$ cat src/design/tboc_consts.vh
// constants for the t1 bit-oriented code controller
`ifndef TBOC_CONSTS_VH
`define TBOC_CONSTS_VH

// ------------------------------------------------------------------
// register offsets
// ------------------------------------------------------------------
`define TBOC_OFF_STATUS    8'h24
`define TBOC_OFF_MASK      8'h25
`define TBOC_OFF_CTRL      8'h37
`define TBOC_OFF_RX_MSG    8'hc0
`define TBOC_OFF_TX_MSG    8'hc1
`define TBOC_OFF_MATCH_A   8'hc2
`define TBOC_OFF_MATCH_B   8'hc3
`define TBOC_OFF_STAT_TWO  8'h14

// ------------------------------------------------------------------
// control bits
// ------------------------------------------------------------------
`define TBOC_CTRL_SEND     0
`define TBOC_CTRL_FILT_LO  1
`define TBOC_CTRL_FILT_HI  2
`define TBOC_CTRL_RX_RST   3
`define TBOC_CTRL_RX_EN    4

// ------------------------------------------------------------------
// status / mask bits
// ------------------------------------------------------------------
`define TBOC_EV_CHANGE     0
`define TBOC_EV_MATCH      1
`define TBOC_EV_TX_EMPTY   2
`define TBOC_EV_RX_FULL    3
`define TBOC_EV_ABORT      4
`define TBOC_EV_CLEAR      5
`define TBOC_STAT_TWO_VLD  7

// ------------------------------------------------------------------
// reset values
// ------------------------------------------------------------------
`define TBOC_RST_REG       8'h00
`define TBOC_CODE_PRESET   6'h3f

// ------------------------------------------------------------------
// counts
// ------------------------------------------------------------------
`define TBOC_WORD_BITS     5'd16
`define TBOC_ABORT_ONES    4'd8
`define TBOC_CLEAR_BITS    5'd30
`define TBOC_FILT_NONE     3'd1
`define TBOC_FILT_01       3'd3
`define TBOC_FILT_10       3'd5
`define TBOC_FILT_11       3'd7

`endif

$ cat src/design/tboc_filter.v
// integration filter that validates received bit-oriented codes
`timescale 1ns/1ps
`include "tboc_consts.vh"

module tboc_filter (
  input  wire       mclk_i,
  input  wire       rst_n_i,
  input  wire       clr_i,
  input  wire       word_ok_i,
  input  wire       word_err_i,
  input  wire [5:0] code_i,
  input  wire [2:0] need_i,
  output reg  [5:0] code_o,
  output reg        valid_o,
  output reg        change_o
);

  reg  [5:0] cand;
  reg  [2:0] cnt;
  wire       same = (code_i == cand);
  wire [2:0] next_cnt = same ? ((cnt == 3'd7) ? cnt : cnt + 3'd1) : 3'd1;

  always @(posedge mclk_i) begin
    if (!rst_n_i || clr_i) begin
      cand     <= `TBOC_CODE_PRESET;
      cnt      <= 3'd0;
      code_o   <= `TBOC_CODE_PRESET;
      valid_o  <= 1'b0;
      change_o <= 1'b0;
    end else begin
      change_o <= 1'b0;
      if (word_ok_i) begin
        cand <= code_i;
        cnt  <= next_cnt;
        // a code counts once it has persisted the selected number of words
        if (next_cnt == need_i && (!valid_o || code_i != code_o)) begin
          code_o   <= code_i;
          valid_o  <= 1'b1;
          change_o <= 1'b1;
        end
      end else if (word_err_i) begin
        cnt <= 3'd0;
        // a broken word drops a held code back to the preset
        if (valid_o) begin
          code_o   <= `TBOC_CODE_PRESET;
          valid_o  <= 1'b0;
          change_o <= 1'b1;
        end
      end
    end
  end

endmodule

$ cat src/design/tboc_ctrl.v
// bit-oriented code generator and detector with host registers
`timescale 1ns/1ps
`include "tboc_consts.vh"

module tboc_ctrl (
  input  wire       mclk_i,
  input  wire       rst_n_i,
  input  wire       t1_mode_i,
  input  wire [7:0] addr_i,
  input  wire       wr_i,
  input  wire [7:0] wdata_i,
  input  wire       rd_i,
  output reg  [7:0] rdata_o,
  input  wire       tx_bit_req_i,
  output reg        tx_bit_o,
  input  wire       rx_bit_valid_i,
  input  wire       rx_bit_i,
  output wire       irq_n_o
);

  // ------------------------------------------------------------------
  // host registers
  // ------------------------------------------------------------------
  reg  [7:0] ctrl;
  reg  [7:0] mask;
  reg  [7:0] status;
  reg  [7:0] tx_msg;
  reg  [7:0] match_a;
  reg  [7:0] match_b;
  reg        rx_rst_prev;
  reg        rx_en_prev;
  wire [5:0] rx_code;
  wire       rx_valid;
  wire [7:0] rx_msg = {2'b00, rx_code};

  wire send_on  = ctrl[`TBOC_CTRL_SEND] & t1_mode_i;
  wire rx_on    = ctrl[`TBOC_CTRL_RX_EN] & t1_mode_i;
  wire wr_ctrl  = wr_i && (addr_i == `TBOC_OFF_CTRL);
  wire rd_stat  = rd_i && (addr_i == `TBOC_OFF_STATUS);

  always @(posedge mclk_i) begin
    if (!rst_n_i) begin
      ctrl    <= `TBOC_RST_REG;
      mask    <= `TBOC_RST_REG;
      tx_msg  <= `TBOC_RST_REG;
      match_a <= `TBOC_RST_REG;
      match_b <= `TBOC_RST_REG;
    end else if (wr_i) begin
      case (addr_i)
        // upper control bits are not stored, keeping them at zero
        `TBOC_OFF_CTRL:    ctrl    <= {3'b000, wdata_i[4:0]};
        `TBOC_OFF_MASK:    mask    <= {2'b00, wdata_i[5:0]};
        `TBOC_OFF_TX_MSG:  tx_msg  <= wdata_i;
        `TBOC_OFF_MATCH_A: match_a <= wdata_i;
        `TBOC_OFF_MATCH_B: match_b <= wdata_i;
        default:           ctrl    <= ctrl;
      endcase
    end
  end

  // read data is held in a flop, one cycle after the strobe
  always @(posedge mclk_i) begin
    if (!rst_n_i) begin
      rdata_o <= 8'h00;
    end else if (rd_i) begin
      case (addr_i)
        `TBOC_OFF_STATUS:   rdata_o <= status;
        `TBOC_OFF_MASK:     rdata_o <= mask;
        `TBOC_OFF_CTRL:     rdata_o <= ctrl;
        `TBOC_OFF_RX_MSG:   rdata_o <= rx_msg;
        `TBOC_OFF_TX_MSG:   rdata_o <= tx_msg;
        `TBOC_OFF_MATCH_A:  rdata_o <= match_a;
        `TBOC_OFF_MATCH_B:  rdata_o <= match_b;
        `TBOC_OFF_STAT_TWO: rdata_o <= {rx_valid, 7'h00};
        default:            rdata_o <= 8'h00;
      endcase
    end
  end

  // ------------------------------------------------------------------
  // rx reset and enable edges
  // ------------------------------------------------------------------
  always @(posedge mclk_i) begin
    if (!rst_n_i) begin
      rx_rst_prev <= 1'b0;
      rx_en_prev  <= 1'b0;
    end else begin
      rx_rst_prev <= ctrl[`TBOC_CTRL_RX_RST];
      rx_en_prev  <= rx_on;
    end
  end

  // a held-high reset bit does nothing more; host must toggle it again
  wire rx_clr = (ctrl[`TBOC_CTRL_RX_RST] & ~rx_rst_prev)
              | (rx_on & ~rx_en_prev)
              | ~rx_on;

  // ------------------------------------------------------------------
  // transmit generator
  // ------------------------------------------------------------------
  localparam TX_IDLE = 2'b01;
  localparam TX_SEND = 2'b10;

  reg  [1:0]  tx_state;
  reg  [15:0] tx_sh;
  reg  [3:0]  tx_cnt;
  reg         ev_tx_empty;
  // eight-one flag first, then a zero, six code bits lsb first, a zero
  wire [15:0] tx_word = {8'hff, 1'b0, tx_msg[0], tx_msg[1], tx_msg[2],
                         tx_msg[3], tx_msg[4], tx_msg[5], 1'b0};

  always @(posedge mclk_i) begin
    if (!rst_n_i) begin
      tx_state    <= TX_IDLE;
      tx_sh       <= 16'hffff;
      tx_cnt      <= 4'h0;
      tx_bit_o    <= 1'b1;
      ev_tx_empty <= 1'b0;
    end else begin
      ev_tx_empty <= 1'b0;
      case (tx_state)
        TX_IDLE: begin
          if (tx_bit_req_i) begin
            tx_bit_o <= 1'b1;
          end
          if (send_on) begin
            // load right away, first bit goes out on the next request
            tx_state    <= TX_SEND;
            tx_sh       <= tx_word;
            tx_cnt      <= 4'h0;
            ev_tx_empty <= 1'b1;
          end
        end
        TX_SEND: begin
          if (!send_on) begin
            // stop mid-word; the line idles at ones, which the far end sees as abort
            tx_state <= TX_IDLE;
            if (tx_bit_req_i) begin
              tx_bit_o <= 1'b1;
            end
          end else if (tx_bit_req_i) begin
            tx_bit_o <= tx_sh[15];
            tx_cnt   <= tx_cnt + 4'h1;
            if (tx_cnt == 4'hf) begin
              // reload so the code repeats for as long as send_on stays set
              tx_sh       <= tx_word;
              ev_tx_empty <= 1'b1;
            end else begin
              tx_sh <= {tx_sh[14:0], 1'b1};
            end
          end
        end
        default: begin
          tx_state <= TX_IDLE;
        end
      endcase
    end
  end

  // ------------------------------------------------------------------
  // receive word framing
  // ------------------------------------------------------------------
  reg  [15:0] rx_sh;
  reg  [4:0]  word_cnt;
  reg         locked;
  reg  [3:0]  ones_cnt;
  reg  [4:0]  clr_cnt;
  reg         ev_abort;
  reg         ev_clear;
  reg         word_ok;
  reg         word_err;
  reg  [5:0]  word_code;
  wire [15:0] next_sh = {rx_sh[14:0], rx_bit_i};
  wire        is_word = (next_sh[15:8] == 8'hff) && !next_sh[7] && !next_sh[0];
  wire        rx_take = rx_bit_valid_i & rx_on;

  always @(posedge mclk_i) begin
    if (!rst_n_i || rx_clr) begin
      rx_sh     <= 16'h0000;
      word_cnt  <= 5'd0;
      locked    <= 1'b0;
      ones_cnt  <= 4'h0;
      clr_cnt   <= 5'd0;
      ev_abort  <= 1'b0;
      ev_clear  <= 1'b0;
      word_ok   <= 1'b0;
      word_err  <= 1'b0;
      word_code <= `TBOC_CODE_PRESET;
    end else begin
      word_ok  <= 1'b0;
      word_err <= 1'b0;
      ev_abort <= 1'b0;
      ev_clear <= 1'b0;
      if (rx_take) begin
        rx_sh <= next_sh;
        // eight ones in a row is an abort; count restarts after a zero
        if (!rx_bit_i) begin
          ones_cnt <= 4'h0;
        end else if (ones_cnt != `TBOC_ABORT_ONES) begin
          ones_cnt <= ones_cnt + 4'h1;
          if (ones_cnt == `TBOC_ABORT_ONES - 4'h1) begin
            ev_abort <= 1'b1;
          end
        end
        // quiet period since the last abort ends the code, flagged once
        if (rx_bit_i && ones_cnt == `TBOC_ABORT_ONES - 4'h1) begin
          clr_cnt <= 5'd0;
        end else if (clr_cnt != `TBOC_CLEAR_BITS) begin
          clr_cnt <= clr_cnt + 5'd1;
          if (clr_cnt == `TBOC_CLEAR_BITS - 5'd1) begin
            ev_clear <= 1'b1;
          end
        end
        if (is_word) begin
          word_ok   <= 1'b1;
          word_code <= {next_sh[1], next_sh[2], next_sh[3],
                        next_sh[4], next_sh[5], next_sh[6]};
          locked    <= 1'b1;
          word_cnt  <= 5'd0;
        end else if (locked) begin
          if (word_cnt == `TBOC_WORD_BITS - 5'd1) begin
            // the expected word did not arrive: non-valid code
            word_err <= 1'b1;
            locked   <= 1'b0;
            word_cnt <= 5'd0;
          end else begin
            word_cnt <= word_cnt + 5'd1;
          end
        end
      end
    end
  end

  // ------------------------------------------------------------------
  // integration filter
  // ------------------------------------------------------------------
  reg [2:0] need;
  wire      rx_change;

  always @* begin
    case (ctrl[`TBOC_CTRL_FILT_HI:`TBOC_CTRL_FILT_LO])
      2'b00:   need = `TBOC_FILT_NONE;
      2'b01:   need = `TBOC_FILT_01;
      2'b10:   need = `TBOC_FILT_10;
      default: need = `TBOC_FILT_11;
    endcase
  end

  tboc_filter u_filter (
    .mclk_i     (mclk_i),
    .rst_n_i    (rst_n_i),
    .clr_i      (rx_clr),
    .word_ok_i  (word_ok),
    .word_err_i (word_err),
    .code_i     (word_code),
    .need_i     (need),
    .code_o     (rx_code),
    .valid_o    (rx_valid),
    .change_o   (rx_change)
  );

  // ------------------------------------------------------------------
  // match detect on message updates
  // ------------------------------------------------------------------
  reg       rx_change_d;
  wire      ev_match = rx_change_d &&
                       (rx_msg == match_a || rx_msg == match_b);

  always @(posedge mclk_i) begin
    if (!rst_n_i) begin
      rx_change_d <= 1'b0;
    end else begin
      rx_change_d <= rx_change;
    end
  end

  // ------------------------------------------------------------------
  // event status and interrupt
  // ------------------------------------------------------------------
  wire [7:0] ev_set;
  assign ev_set[`TBOC_EV_CHANGE]   = rx_change;
  assign ev_set[`TBOC_EV_MATCH]    = ev_match;
  assign ev_set[`TBOC_EV_TX_EMPTY] = ev_tx_empty;
  assign ev_set[`TBOC_EV_RX_FULL]  = rx_change;
  assign ev_set[`TBOC_EV_ABORT]    = ev_abort;
  assign ev_set[`TBOC_EV_CLEAR]    = ev_clear;
  assign ev_set[7:6]               = 2'b00;

  // cleared by reading; a set in the read cycle survives the clear
  always @(posedge mclk_i) begin
    if (!rst_n_i) begin
      status <= `TBOC_RST_REG;
    end else if (rd_stat) begin
      status <= ev_set;
    end else begin
      status <= status | ev_set;
    end
  end

  assign irq_n_o = ~|(status & mask);

endmodule

$ cat config.mk
export PLATFORM = sky130hd
export DESIGN_NAME = tboc_ctrl
export DESIGN_NICKNAME = d
export VERILOG_FILES = /design/src/design/tboc_filter.v /design/src/design/tboc_ctrl.v
export VERILOG_INCLUDE_DIRS = /design/src /design/src/design
export SDC_FILE = /design/constraint.sdc
export NUM_CORES = 1
export LEC_CHECK = 0
export BUFFER_PORTS_ARGS = -buffer_cell sky130_fd_sc_hd__buf_2
export CAP_MARGIN = 20
export CORE_AREA = 2 2 118 120
export CTS_BUF_LIST = sky130_fd_sc_hd__clkbuf_2
export DETAILED_ROUTE_END_ITERATION = 10
export DIE_AREA = 0 0 120 122
export PLACE_DENSITY = 0.63
export SYNTH_ARGS = -nofsm -noshare
export SYNTH_HDL_FRONTEND = slang
export SYNTH_SLANG_ARGS = --single-unit
$ cat constraint.sdc
create_clock -name mclk_i -period 5.5 [get_ports mclk_i]
set_clock_uncertainty 0.2 [all_clocks]
set_input_delay 0.825 -clock mclk_i [delete_from_list [all_inputs] [get_ports mclk_i]]
set_output_delay 0.825 -clock mclk_i [all_outputs]
set_load 0.02 [all_outputs]
## After elaboration in Yosys (flattened, before gate mapping)

Index checks and enable logic that the tools add are counted.

| operators by class | value |
|---|---|
| add/sub/neg operators | 5 |
| eq/ne operators | 32 |
| multiplexer cells | 53 |
| bitwise logic cells | 18 |
| reductions and logical operators | 40 |

Operators with widths:

| cell | number |
|---|---|
| 16-bit 2-to-1 mux | 4 |
| 8-bit one-hot mux with 8 select lines | 1 |
| 8-bit equality test, second input constant | 5 |
| 16-bit one-hot mux with 2 select lines | 1 |
| 6-bit 2-to-1 mux | 5 |
| 5-bit 2-to-1 mux | 5 |
| 8-bit by 6-bit equality test with 1-bit output, second input constant | 3 |
| 2-bit AND reduction | 12 |
| 1-bit 2-to-1 mux | 21 |
| 4-bit 2-to-1 mux | 5 |
| 6-bit by 8-bit equality test with 1-bit output | 2 |
| 3-bit 2-to-1 mux | 4 |
| 4-bit OR reduction | 3 |
| 5-bit by 1-bit adder with 5-bit output, second input constant | 2 |
| 2-bit nonzero test | 5 |
| 1-bit NOT | 9 |
| 3-bit one-hot mux with 3 select lines | 1 |
| 4-bit by 1-bit adder with 4-bit output, second input constant | 2 |
| 8-bit by 6-bit AND with 8-bit output | 1 |
| 8-bit by 5-bit equality test with 1-bit output, second input constant | 1 |
| 2-bit inequality test, second input constant | 4 |
| 8-bit by 6-bit OR with 8-bit output | 1 |
| 4-bit one-hot mux with 2 select lines | 1 |
| 8-bit OR reduction | 1 |
| other kinds (27) | 49 |

| storage, ports and cells | value |
|---|---|
| flip-flop bits (word level) | 135 |
| input port bits | 24 |
| output and inout bits | 10 |
| logic and storage cells | 179 |

## Longest topological paths before layout

Gate-level depths: netlist of the first run.

| logic depth | value |
|---|---|
| depth after elaboration | 7 |
| gate-level depth with buffers | 10 |
| gate-level depth less buffers | 8 |

## Hierarchy

A second synthesis of the first run with hierarchy kept.

| second synthesis, totals | value |
|---|---|
| cell total of the unflattened synthesis | 654 |
| area total of the unflattened synthesis | 6149.6 sq um |

Modules (own cells, without submodules):

| module | instances | cells each | area an instance (sq um) |
|---|---|---|---|
| tboc_ctrl | 1 | 555 | 5251.3 |
| tboc_filter | 1 | 99 | 898.4 |

## Least setup slack after synthesis of the first run

OpenSTA, ideal clock, no wires.

| path | value |
|---|---|
| path type | input-to-reg |
| start | in addr_i[3] |
| end | reg match_b[0] |
| data arrival time | 2.092 ns |
| path slack | 3.090 ns |
| cell stages on the path | 6 |
| path buffers | 1 |
| path through | nor2_1 -> and4_1 -> clkbuf_1 -> nand4_1 -> mux2i_1 -> nor2b_1 |

| between the ends | value |
|---|---|
| longest elaborated chain between the ends | 2 |

RTL lines:

| element | line | text |
|---|---|---|
| from (decl) | tboc_ctrl.v:9 | `input wire [7:0] addr_i,` |
| 8-bit equality test | tboc_ctrl.v:49 | `case (addr_i)` |
| 2-bit AND reduction (no source line) | - |  |
| to (signal assigned) | tboc_ctrl.v:47 | `` match_b <= `TBOC_RST_REG; `` |
| to (signal assigned) | tboc_ctrl.v:55 | `` `TBOC_OFF_MATCH_B: match_b <= wdata_i; `` |
| to (decl) | tboc_ctrl.v:29 | `reg [7:0] match_b;` |

Every way passes these cells.
A chain may end at the register's enable or synchronous reset.

## Worst setup path in the final report of the first run

| path | value |
|---|---|
| start | reg status[3] |
| end | out irq_n_o |

| between the ends | value |
|---|---|
| longest elaborated chain between the ends | 3 |

RTL lines:

| element | line | text |
|---|---|---|
| from (decl) | tboc_ctrl.v:26 | `reg [7:0] status;` |
| from (signal assigned) | tboc_ctrl.v:292 | `` status <= `TBOC_RST_REG; `` |
| from (signal assigned) | tboc_ctrl.v:294 | `status <= ev_set;` |
| from (signal assigned) | tboc_ctrl.v:296 | `status <= status \| ev_set;` |
| 8-bit by 6-bit AND with 8-bit output | tboc_ctrl.v:300 | `assign irq_n_o = ~\|(status & mask);` |
| 8-bit OR reduction | tboc_ctrl.v:300 |  |
| 1-bit zero test | tboc_ctrl.v:300 |  |
| to (decl) | tboc_ctrl.v:18 | `output wire irq_n_o` |

Every way passes these cells.

==> flow_results.org, run 1 <==
** Clock tree
- Clock tree synthesis selected as its root buffer the cell sky130_fd_sc_hd__clkbuf_2.
- Counting every sink on the clock net gives 133.
- CTS Hold Buffers Added :: 0
- Clock insertion delay at the later pin of the skew report :: 0.69 ns
- The clock passes through at most 2 buffers.
- Clock tree from TritonCTS :: done
- Counting the buffers created by CTS gives 17.
- Number of gates resized after cts :: 0
- The H-tree generated during clock tree synthesis spans 4 levels.
- After clock tree synthesis, the clock-pin slew on the worst setup and hold paths is between 0.2 and 0.25 ns.
- Post-CTS timing repair inserted 0 buffers for setup.

** Floorplan
- The core region is 13,500 um2.
- Chip Height :: between 100 and 150 um
- Die width :: 120 um
- For this configuration, the core starts out at a cell density of 0.438.
- Die Outline Area :: roughly 15,000 um2
- The initialized floorplan defines 43 standard-cell rows.
- Pin placement for this block handled 34 I/O pins.

** Logic synthesis
- For this run, the register share of the synthesized area comes to 0.450.
- Top area cells in the synthesized netlist :: sky130_fd_sc_hd__dfxtp_1, sky130_fd_sc_hd__mux2i_1, sky130_fd_sc_hd__nand2_1
- Post-synth top area cell :: sky130_fd_sc_hd__dfxtp_1
- Number of instances in the synthesized netlist :: 637
- Top post-synthesis cells by count :: sky130_fd_sc_hd__dfxtp_1, sky130_fd_sc_hd__nand2_1, sky130_fd_sc_hd__mux2i_1
- Of all flip-flops after synthesis, the portion carrying an async set or reset was 0.
- Syn Nets :: ~670
- The share of synthesized area in the top cell type comes to 0.450.
- Total of flip-flops plus latches after synthesis :: ~130
- Commonest register cell after synthesis :: sky130_fd_sc_hd__dfxtp_1
- Yosys cell types :: 51
- Post-synthesis area per instance :: 9.29 um2
- Number of warnings reported in the yosys synthesis log :: 0
- EDFF count, synth :: 0
- Top-count cell post-synth :: sky130_fd_sc_hd__dfxtp_1
- After synthesis the cells add up to roughly 5900 um2.

** Cells and area
- Across the whole layout, storage elements account for 2660 um2.
- Of the cells placed in the final design, the portion with a size suffix greater than 1 is 0.126.
- Multi-input logic area :: 3080 um2
- Fillers :: 1,321
- Nets :: roughly 690
- Layout overhead on the synthesized area :: 8.76%

** Worst setup path
- The critical path in this run is classified as flop to output pin.
- The setup check on the worst reg-to-reg path leaves a slack of around 2.8 ns.
- The startpoint identified for the worst register-to-register timing path is tx_state[0].
- Startpoint class of the critical path :: flop
- STA puts the critical path data required time at between 4 and 5 ns.
- Reg2Reg Capture Point :: tx_sh[8]
- STA classifies the critical path endpoint as an output pin.
- Data on the critical path arrives at its endpoint at 1.83 ns.
- Maximum fanout encountered on the critical timing path :: 3
- Worst Reg-to-Reg Cells :: 7

** Hold path
- Hold Crit Depth :: 3
- Path class of the lowest-slack min-delay path :: input pin to flop
- The path with the worst hold slack has its endpoint at match_b[7].
- The startpoint identified for the worst hold timing path is wdata_i[7].

** Timing
- Number of pins exceeding their max-slew limit in the final report :: 0
- At the pin with the least slew margin, the transition time is between 0.9 and 1 ns.
- The final number of hold-violating endpoints was 0.
- Post-route setup TNS :: 0 ns
- Setup repair after global routing left no endpoint under its margin.
- Headroom to the max-slew limit came out at 0.354.
- Period Utilization, post-route :: 0.519
- Final critical path time including I/O delays and setup :: 2.85 ns
- Setup violations remaining at the end of the flow were counted as 0.
- Based on the critical path, the design can be clocked at up to 350 MHz.

** Outcome
- Run status :: completed

** GRT
- Pin count of the biggest net entering global routing :: 76
- Vias in the first global route :: ~4.4k
- Overflow left after global routing :: 0
- Global-route total usage across every layer :: 0.186
- The first global-routing pass estimated ~22 mm of wire.
- Number of antenna violations at the first check in global routing :: 1

** Placement
- Gp weighted congestion :: a little under 0.8
- Port buffering added 33 buffers.
- Summed over all nets, the half-perimeter wirelength after detailed placement is roughly 9.2 mm.

** Detailed routing
- Via count of the routed design :: between 4k and 5k
- Detailed Routing Iterations Pass 1 :: 4
- Dividing the detail-routed via count by the number of cells gives 5.35.
- For this block, the initial DRC count from the detailed router was 278.
- Drt total wl :: around 13 mm
- Average detailed-routed wire length per instance :: about 15 um
- Number of nets still failing antenna checks after routing :: 0
- DRC viols :: 0

** Job
- Across the run, the number of max-cap violations was 0.

** Pwr
- Total Power :: ~1.6 mW
- Power per standard cell area :: between 200 and 250 nW/um2
- In this run the static leakage power is approximately 2.5 nW.
- Worst IR drop on VDD :: 0.145 mV
==> how the worst max path moves through the flow <==
stage	from	to	slack, ns	cells past startpoint
3_5_place_dp	rst_n_i	u_filter.code_o[3]	2.17	7
5_1_grt	status[4]	irq_n_o	2.45	4
6_report	status[3]	irq_n_o	2.65	4
3_3_place_gp	rst_n_i	u_filter.code_o[0]	2.24	7
2_1_floorplan	addr_i[3]	match_b[0]	3.09	6
4_1_cts	status[3]	irq_n_o	2.57	4
==> through the flow <==
stage	hold slack, ns	std cells	worst slack [ns]	cell area, um2	util
5_1_grt	0.115	853	2.45	6430	0.476
4_1_cts	0.130	852	2.57	6430	0.476
3_5_place_dp	0.222	820	2.17	6200	0.459
3_3_place_gp	0.226	820	2.24	6200	0.459
2_1_floorplan	0.207	637	3.09	5920	-
6_report	0.194	853	2.65	6430	0.476
==> state kept, by name, summed over array words and instances, names as in the netlist, 6 cells and up <==
name	cells
mask	6
match_a	8
match_b	8
rdata_o	8
rx_sh	15
status	6
tx_msg	8
tx_sh	16
u_filter.cand	6
u_filter.code_o	6
word_code	6
==> layout by cell type (no fill, tap or decap), types with 3 or more instances in the layout <==
cell type | synthesis | layout
sky130_fd_sc_hd__nor2_1 | 29 | 29
sky130_fd_sc_hd__buf_4 | 0 | 3
sky130_fd_sc_hd__ha_1 | 10 | 10
sky130_fd_sc_hd__o22ai_1 | 8 | 8
sky130_fd_sc_hd__xor2_1 | 18 | 18
sky130_fd_sc_hd__or4_1 | 4 | 4
sky130_fd_sc_hd__clkinvlp_4 | 0 | 7
sky130_fd_sc_hd__nor2b_1 | 38 | 38
sky130_fd_sc_hd__buf_2 | 1 | 33
sky130_fd_sc_hd__nor3_1 | 10 | 10
sky130_fd_sc_hd__o211ai_1 | 13 | 13
sky130_fd_sc_hd__a21boi_0 | 9 | 9
sky130_fd_sc_hd__nand3_1 | 23 | 23
sky130_fd_sc_hd__xnor2_1 | 13 | 13
sky130_fd_sc_hd__nand4_1 | 7 | 7
sky130_fd_sc_hd__clkbuf_2 | 1 | 19
sky130_fd_sc_hd__a22oi_1 | 11 | 11
sky130_fd_sc_hd__o211a_1 | 6 | 6
sky130_fd_sc_hd__mux2i_1 | 57 | 57
sky130_fd_sc_hd__nand2b_1 | 3 | 3
sky130_fd_sc_hd__nand4b_1 | 5 | 5
sky130_fd_sc_hd__o32a_2 | 6 | 6
sky130_fd_sc_hd__inv_1 | 13 | 13
sky130_fd_sc_hd__mux4_2 | 6 | 6
sky130_fd_sc_hd__nor3b_1 | 4 | 4
sky130_fd_sc_hd__o21ai_0 | 13 | 13
sky130_fd_sc_hd__and3_1 | 5 | 5
sky130_fd_sc_hd__nor4_1 | 3 | 3
sky130_fd_sc_hd__a21oi_1 | 37 | 37
sky130_fd_sc_hd__dfxtp_1 | 133 | 133
sky130_fd_sc_hd__nand2_1 | 95 | 95
==> report_power, final <==
group | switching (mW) | internal (mW)
Sequential | 0.00142 | 0.968
Clock | 0.365 | 0.207
Combinational | 0.0333 | 0.0226
==> final cells by class <==
cell class | count | area share
multi-input cells | 458 | 0.478
diodes | 1 | 0.000389
clock inverters | 13 | 0.0208
clock buffers | 19 | 0.0148
repair buffers | 36 | 0.0292
inverters | 13 | 0.00758
well taps | 180 | 0.0350
flip-flops and latches | 133 | 0.414
==> worst max-delay path, cell delays in order (launching register included) <==
cell	delay, ns
sky130_fd_sc_hd__dfxtp_1	0.36
sky130_fd_sc_hd__a22oi_1	0.20
sky130_fd_sc_hd__nand2_1	0.07
sky130_fd_sc_hd__a221oi_1	0.27
sky130_fd_sc_hd__buf_2	0.23
==> logic make-up after synthesis <==
group / count (synthesis) / share of synthesized area
xor+xnor: 31 / 0.0459
simple gates: 238 / 0.201
flops: 133 / 0.450
mux: 65 / 0.123
fa+ha+maj: 10 / 0.0212
buf+inv: 46 / 0.0296
compound gates: 114 / 0.129
==> layer usage <==
layer  global-route usage  wire length (um)
met5                    0                 0
met4               0.0654               144
met3               0.0478               457
met2                0.316              6350
met1                0.229              5830
Note: power is estimated with default switching activity, not from simulation.
==> inputs of run 2 (changes only) <==
clock period = 2.75 ns   (was 5.5 ns; I/O delays follow)
==> run 2 against run 1 <==
Net effect: hold slack worse by 0.11 ns; combinational power is 140% higher; cell count rose by 3.6%; critical path depth grew 3; register-to-register slack got worse by 2.5 ns; clock power rose by 120%; wire length grew 4.5%; total power is 110% higher.
==> flow_results.org, run 2 (same netlist as run 1, synthesis figures left out) <==
** Timing
- Number of pins exceeding their max-slew limit in the final report :: 0 (unchanged)
- Final critical path time including I/O delays and setup :: around 2.5 ns
- Worst slew margin relative to its limit :: 0.586 (+0.232)
- Slew at the pin closest to its max-slew limit :: 0.621 ns (-0.343 ns)
- Post-route setup TNS :: 0 ns (unchanged)
- Dividing the final minimum period by the clock period gives 0.910.
- Setup-failing EPs final :: 0 (unchanged)
- The final number of hold-violating endpoints is 0 (unchanged).
- Setup repair after global routing left no endpoint under its margin.
- F_max :: 399 MHz

** Pwr
- The combinational fraction of design power came to 0.040 (+0.005).
- The share of power burned in the clock network was 0.372 (+0.014).
- Share of total power in sequential cells :: 0.588 (-0.019)
- The cell-internal power was 2.50 mW (+110%).
- Worst IR drop on VDD :: 0.257 mV (+77%)
- Leak pwr :: 2.70 nW (+6.2%)
- Power per standard cell area :: 488 nW/um2 (+97%)
- Switching share of power :: 0.242 (-0.00788)
- Power spent charging and discharging nets :: 0.799 mW (+100%)

** Cells and area
- Most frequent standard cell in the layout excluding fill and tap cells :: sky130_fd_sc_hd__dfxtp_1
- Nets :: 725 (+4.6%)
- The largest registers in the layout are tx_sh: 16 flops, rx_sh: 15 flops.
- Fillers :: 1,293 (-2.1%)
- Most used cells in the layout excluding fill and tap cells :: sky130_fd_sc_hd__dfxtp_1, sky130_fd_sc_hd__nand2_1, sky130_fd_sc_hd__mux2i_1, sky130_fd_sc_hd__nor2b_1, sky130_fd_sc_hd__a21oi_1
- Fraction of layout instances using a drive strength above 1 :: 0.136 (+0.00988)
- Multi-input logic area :: 3080 um2 (+0.16%)
- The area growth from synthesis to layout is 14.1%.
- Sequential standard cell area :: 2660 um2 (unchanged)
- Final Cell Area :: 6750 um2 (+4.9%)
- The number of diodes added for antenna fixing is 0 (-1).
- Flip-flop count of the largest register after layout :: 16 (unchanged)
- tx_sh holds more flip-flops than any other register.

** Clock tree
- The clock sink total was 133 (unchanged).
- The maximum clock insertion buffer count came to 2 (unchanged).
- Clock tree from TritonCTS :: done
- Clock Root Buffer :: sky130_fd_sc_hd__clkbuf_2
- The later-pin clock latency in the skew report is 0.72 ns (+0.03 ns).
- Max H-tree Level :: 4 (unchanged)
- The clock transition at the registers of the reported paths is 0.19 ns (-0.03 ns).
- The total clock buffers created by CTS was 17 (unchanged).

** Floorplan
- Die Outline Area :: 14,600 um2 (unchanged)
- Num rows :: 43 (unchanged)
- Area of the placeable core :: 13,500 um2 (unchanged)
- The horizontal die dimension came to 120 um (unchanged).
- I/O pin count :: 34 (unchanged)
- The starting utilization of the core area was 0.438 (unchanged).
- Chip Height :: 122 um (unchanged)

** Worst setup path
- Classification of the worst setup path :: flop to flop
- The worst setup path is launched from a flop.
- The reg-to-reg setup timing slack came to 0.25 ns (-2.53 ns).
- The largest driver fanout on the critical path came to 8 (+5).
- The data arrival at the endpoint of the critical path is 2.91 ns (+1.08 ns).
- STA classifies the critical path endpoint as a flop.
- The required time of the worst setup path is 3.15 ns (-1.32 ns).

** Placement
- Area post-placement :: 6280 um2 (+1.3%)
- Detailed Place HPWL :: 9.39 mm (+2.5%)
- Number of port buffers :: 33 (unchanged)
- Gp weighted congestion :: 0.828 (+5.6%)

** GRT
- The total track usage came to 0.194 (+0.00727).
- Global-route wire length before repair :: 22.2 mm (+3.2%)
- Number of antenna violations at the first check in global routing :: 0 (-1)
- Vias in the first global route :: 4,527 (+2.7%)
- Pin count of the biggest net entering global routing :: 75 (-1.3%)
- The remaining global-route overflow was 0 (unchanged).

** Job
- The number of max-cap violations is 0 (unchanged).

** Detailed routing
- The average routed wire per standard cell is 15.1 um (+0.87%).
- The total number of vias was 4,700 (+2.9%).
- Drt total wl :: 13.4 mm (+4.5%)
- Initial detailed-routing violation count :: 337 (+21%)
- The post-route DRC violation count was 0 (unchanged).
- The final antenna-violating net count was 0 (unchanged).
- The via-per-instance ratio came to 5.32 (-0.70%).
- The number of detailed-route iterations in the first pass is 4 (unchanged).

** Outcome
- The flow ran to the end, and the final reports show no timing, DRC or antenna violations.

** Hold path
- Path class of the lowest-slack min-delay path :: input pin to flop
[run 2: repair_timing]
item / CTS / global route
gates resized for setup: 0 / 1
setup buffers: 0 / 0
endpoints found under the setup margin: 0 / 6
endpoints found under the hold margin: 55 / 0
hold buffers: 21 / 0
[run 2: power by group through the flow]
stage / clock network, mW / logic (mW) / registers [mW]
floorplan: 0 / 0.0601 / 1.98
global placement: 0 / 0.112 / 1.98
detailed placement: 0 / 0.114 / 1.98
CTS: 1.26 / 0.134 / 1.94
global route: 1.35 / 0.144 / 1.94
finish: 1.23 / 0.132 / 1.94
[run 2: layer usage]
| layer | vias to the layer above | GRT usage | routed length, um |
|---|---|---|---|
| met1 | 2236 | 0.234 | 5980 |
| li1 | 2373 | - | - |
| met4 | 0 | 0.0610 | 169 |
| met5 | - | 0 | 0 |
| met2 | 79 | 0.335 | 6670 |
| met3 | 12 | 0.0524 | 546 |
[run 2: through the flow]
stage | worst slack (ns) | util | total power [mW] | hold slack (ns) | cells
2_1_floorplan | 0.457 | - | 2.04 | 0.207 | 637
3_3_place_gp | 0.330 | 0.465 | 2.09 | 0.220 | 831
3_5_place_dp | 0.196 | 0.465 | 2.09 | 0.239 | 831
4_1_cts | 0.160 | 0.499 | 3.34 | 0.0395 | 884
5_1_grt | 0.0867 | 0.500 | 3.44 | 0.0147 | 884
6_report | 0.246 | 0.500 | 3.30 | 0.0827 | 884
[run 2: cell type report]
| cell class | instances | share of cell area |
|---|---|---|
| Sequential cell | 133 | 0.394 |
| Multi-Input combinational cell | 458 | 0.457 |
| Inverter | 13 | 0.00723 |
| Tap cell | 180 | 0.0334 |
| Timing Repair Buffer | 68 | 0.0712 |
| Clock buffer | 18 | 0.0133 |
| Clock inverter | 14 | 0.0237 |
[run 2: path summary, 6_finish.rpt]
check | start | cells after the start | end
min | rx_bit_valid_i | 5 | rx_sh[5]
min reg2reg | word_cnt[4] | 2 | word_cnt[4]
max | u_filter.cnt[0] | 7 | u_filter.code_o[3]
max reg2reg | u_filter.cnt[0] | 7 | u_filter.code_o[3]
[run 2: worst max-delay path: stages, from the launching register on]
cell and delay (ns):
sky130_fd_sc_hd__dfxtp_1 0.39, sky130_fd_sc_hd__ha_1 0.23, sky130_fd_sc_hd__nand2_1 0.14, sky130_fd_sc_hd__xor2_1 0.16, sky130_fd_sc_hd__nand3_1 0.09, sky130_fd_sc_hd__o32a_1 0.30, sky130_fd_sc_hd__or4_1 0.64, sky130_fd_sc_hd__o32a_2 0.25
==> inputs of run 3 (changes only) <==
CELL_PAD_IN_SITES_DETAIL_PLACEMENT = 2   (was not set)
CELL_PAD_IN_SITES_GLOBAL_PLACEMENT = 2   (was not set)
CORE_AREA = 2 2 125 127   (was 2 2 118 120)
DIE_AREA = 0 0 127 129   (was 0 0 120 122)
PLACE_DENSITY = 0.83   (was 0.63)
==> run 3 against run 2 <==
Net effect: global-route usage increased by 4.2 points; critical path depth decreased by 3; hold slack improved by 0.047 ns; sequential cell count unchanged; critical endpoint is now irq_n_o; first-iteration DRC count decreased by 25%; final area about the same; wire length increased by 39%; core utilization decreased by 4.9 points; cell count increased by 1.4%; die area increased by 12%; largest cell class unchanged.
==> flow_results.org, run 3 (same netlist as run 1, synthesis figures left out) <==
** Cells and area
- # diodes :: 0 (unchanged)
- The layout-stage area growth over the synthesis result was 14.2% (about the same).
- Most frequent standard cell in the layout excluding fill and tap cells :: sky130_fd_sc_hd__dfxtp_1
- Nets :: 729 (+0.55%)
- The ratio of cells with drive above 1 in the final layout came to 0.138 (+0.00205).
- The largest registers in the layout are tx_sh: 16 flops, rx_sh: 15 flops.
- The flip-flop count of the largest register, all copies and words added came to 16 (unchanged).
- Post-route core utilization :: 0.451 (-0.0489)
- Leaving out fill and tap cells, the most frequent cells in the layout are sky130_fd_sc_hd__dfxtp_1, sky130_fd_sc_hd__nand2_1, sky130_fd_sc_hd__mux2i_1, sky130_fd_sc_hd__nor2b_1, sky130_fd_sc_hd__a21oi_1.
- Counting flops per register, the top entry is tx_sh.

** Pwr
- Worst IR drop on VDD :: 0.302 mV (+17%)
- The ratio of total power to cell area is 470 nW/um2 (-3.7%).
- Leak pwr :: 2.70 nW (about the same)

** Worst setup path
- Startpoint class of the critical path :: flop
- The worst path buffer plus inverter count came to 1 (+1).
- Category of the worst setup path capture point :: output pin
- Among all stages on the critical path, the largest delay is contributed by sky130_fd_sc_hd__dfxtp_1.
- The reg-to-reg setup timing slack came to 0.29 ns (+0.04 ns).
- The data arrival at the endpoint of the critical path is 1.96 ns (-0.95 ns).
- Maximum fanout encountered on the critical timing path :: 3 (-5)
- The stage delay of the slowest cell on the critical path was 0.39 ns (-0.25 ns).
- The required time of the worst setup path is 2.14 ns (-1.01 ns).
- Grouping stages by cell kind, the critical path spends the most delay in compound AO/OA/AOI/OAI gates.
- The critical path goes through a22oi_1 -> nand2_1 -> a221oi_1 -> buf_2.
- Classification of the worst setup path :: flop to output pin

** Timing
- The highest clock frequency the design can meet is 389 MHz (-2.5%).
- The setup violation total in the final timing report came to 0 (unchanged).
- RSZ-0062 raised after global routing :: false
- The number of pins exceeding their max-slew limit in the final report was 0 (unchanged).
- The max-slew headroom at the worst pin is 0.564 (-0.0220).
- The sum of negative setup slack was 0 ns (unchanged).
- The final number of hold-violating endpoints came to 0 (unchanged).
- Final critical path time including I/O delays and setup :: 2.57 ns (+0.0641 ns)
- The pin slew with the least headroom to its limit is 0.654 ns (+0.0330 ns).
- Period Utilization, post-route :: 0.934 (+0.0233)

** Detailed routing
- The post-route DRC violation count is 0 (unchanged).
- The detailed-route wire length came to 18.6 mm (+39%).
- The number of detailed-route iterations in the first pass came to 4 (unchanged).
- The via-per-instance ratio was 5.54 (+4.2%).
- Via count of the routed design :: 4,964 (+5.6%)
- Number of nets still failing antenna checks after routing :: 0 (unchanged)
- Initial detailed-routing violation count :: 253 (-25%)
- The average routed wire per standard cell is 20.7 um (+37%).

** Job
- The number of max-cap violations is 0 (unchanged).

** Placement
- The global placer's final weighted congestion came to 0.787 (-4.9%).
- Detailed Place HPWL :: 12.0 mm (+28%)
- Number of port buffers :: 33 (unchanged)

** Clock tree
- The number of buffers inserted to repair setup after CTS was 0 (unchanged).
- Clock tree from TritonCTS :: done
- Clock Tree Buf Depth :: 2 (unchanged)
- Total clock buffers created by CTS :: 17 (unchanged)
- The later-pin clock latency in the skew report was 0.73 ns (about the same).
- The clock transition at the registers of the reported paths is 0.23 ns (+0.04 ns).
- Clock Root Buffer :: sky130_fd_sc_hd__clkbuf_2
- The clock sink total is 133 (unchanged).
- The level count of the clock H-tree came to 4 (unchanged).

** Floorplan
- The horizontal die dimension was 127 um (+5.8%).
- The floorplan die height came to 129 um (+5.7%).
- Die Outline Area :: 16,400 um2 (+12%)
- I/O pin count :: 34 (unchanged)
- The starting utilization of the core area was 0.395 (-0.0431).
- The number of placement rows came to 45 (+4.7%).
- Area of the placeable core :: 15,000 um2 (+11%)

** GRT
- The pin count of the biggest net entering global routing came to 75 (unchanged).
- Number of antenna violations at the first check in global routing :: 0 (unchanged)
- Vias in the first global route :: 5,591 (+24%)
- The wire length of the first global-routing pass came to 29.8 mm (+34%).
- The remaining global-route overflow came to 0 (unchanged).
- Global-route total usage across every layer :: 0.236 (+0.0420)

** Outcome
- The flow ran to the end, and the final reports show no timing, DRC or antenna violations.

** Hold path
- The worst hold path belongs to the class input pin to flop.
==> run 3: power by group <==
group	switching [mW]	leakage, nW	internal, mW	total [mW]
Combinational	0.0794	1.50	0.0624	0.142
Sequential	0.00327	1.07	1.94	1.94
Clock	0.775	0.119	0.319	1.09
==> run 3: worst paths after layout <==
| kind | from | to | depth (start not counted) |
|---|---|---|---|
| worst min-delay path | addr_i[5] | ctrl[4] | 6 |
| worst min register to register | word_cnt[4] | word_cnt[4] | 2 |
| worst max-delay path | status[4] | irq_n_o | 4 |
| worst max register to register | u_filter.cnt[0] | u_filter.code_o[1] | 7 |
==> run 3: worst register-to-register path, cell delays in order (launching register included) <==
cell	delay [ns]
sky130_fd_sc_hd__dfxtp_1	0.40
sky130_fd_sc_hd__ha_1	0.25
sky130_fd_sc_hd__or2_2	0.31
sky130_fd_sc_hd__nor2_1	0.16
sky130_fd_sc_hd__nor3_1	0.07
sky130_fd_sc_hd__o32a_1	0.20
sky130_fd_sc_hd__or4_4	0.56
sky130_fd_sc_hd__o32a_2	0.22
==> run 3: final cells by class <==
class	count	area (um2)
Fill cell	1635	8220
Timing Repair Buffer	72	518
Multi-Input combinational cell	458	3090
Tap cell	188	235
Clock inverter	14	113
Sequential cell	133	2660
Inverter	13	48.8
Clock buffer	18	90.1
==> run 3: routing by layer <==
metal | GRT usage | wire length, um
met5 | 0 | 0
met2 | 0.436 | 9870
met4 | 0.0886 | 332
met1 | 0.268 | 7870
met3 | 0.0474 | 503
==> run 3: repair_timing <==
action,in CTS,in global routing
hold endpoints to repair,57,0
setup endpoints to repair,0,8
resized for setup,0,2
hold buffers,24,0
==> run 3: metrics by stage <==
stage          hold slack [ns]  setup slack [ns]  cells  instance area (um2)  power [mW]
2_1_floorplan            0.207             0.457    637                 5920        2.04
3_3_place_gp             0.225             0.301    840                 6300        2.09
3_5_place_dp             0.253            0.0800    840                 6300        2.10
4_1_cts                0.00731            0.0245    896                 6750        3.21
5_1_grt                  0.109            0.0331    896                 6750        3.32
6_report                 0.129             0.182    896                 6750        3.18
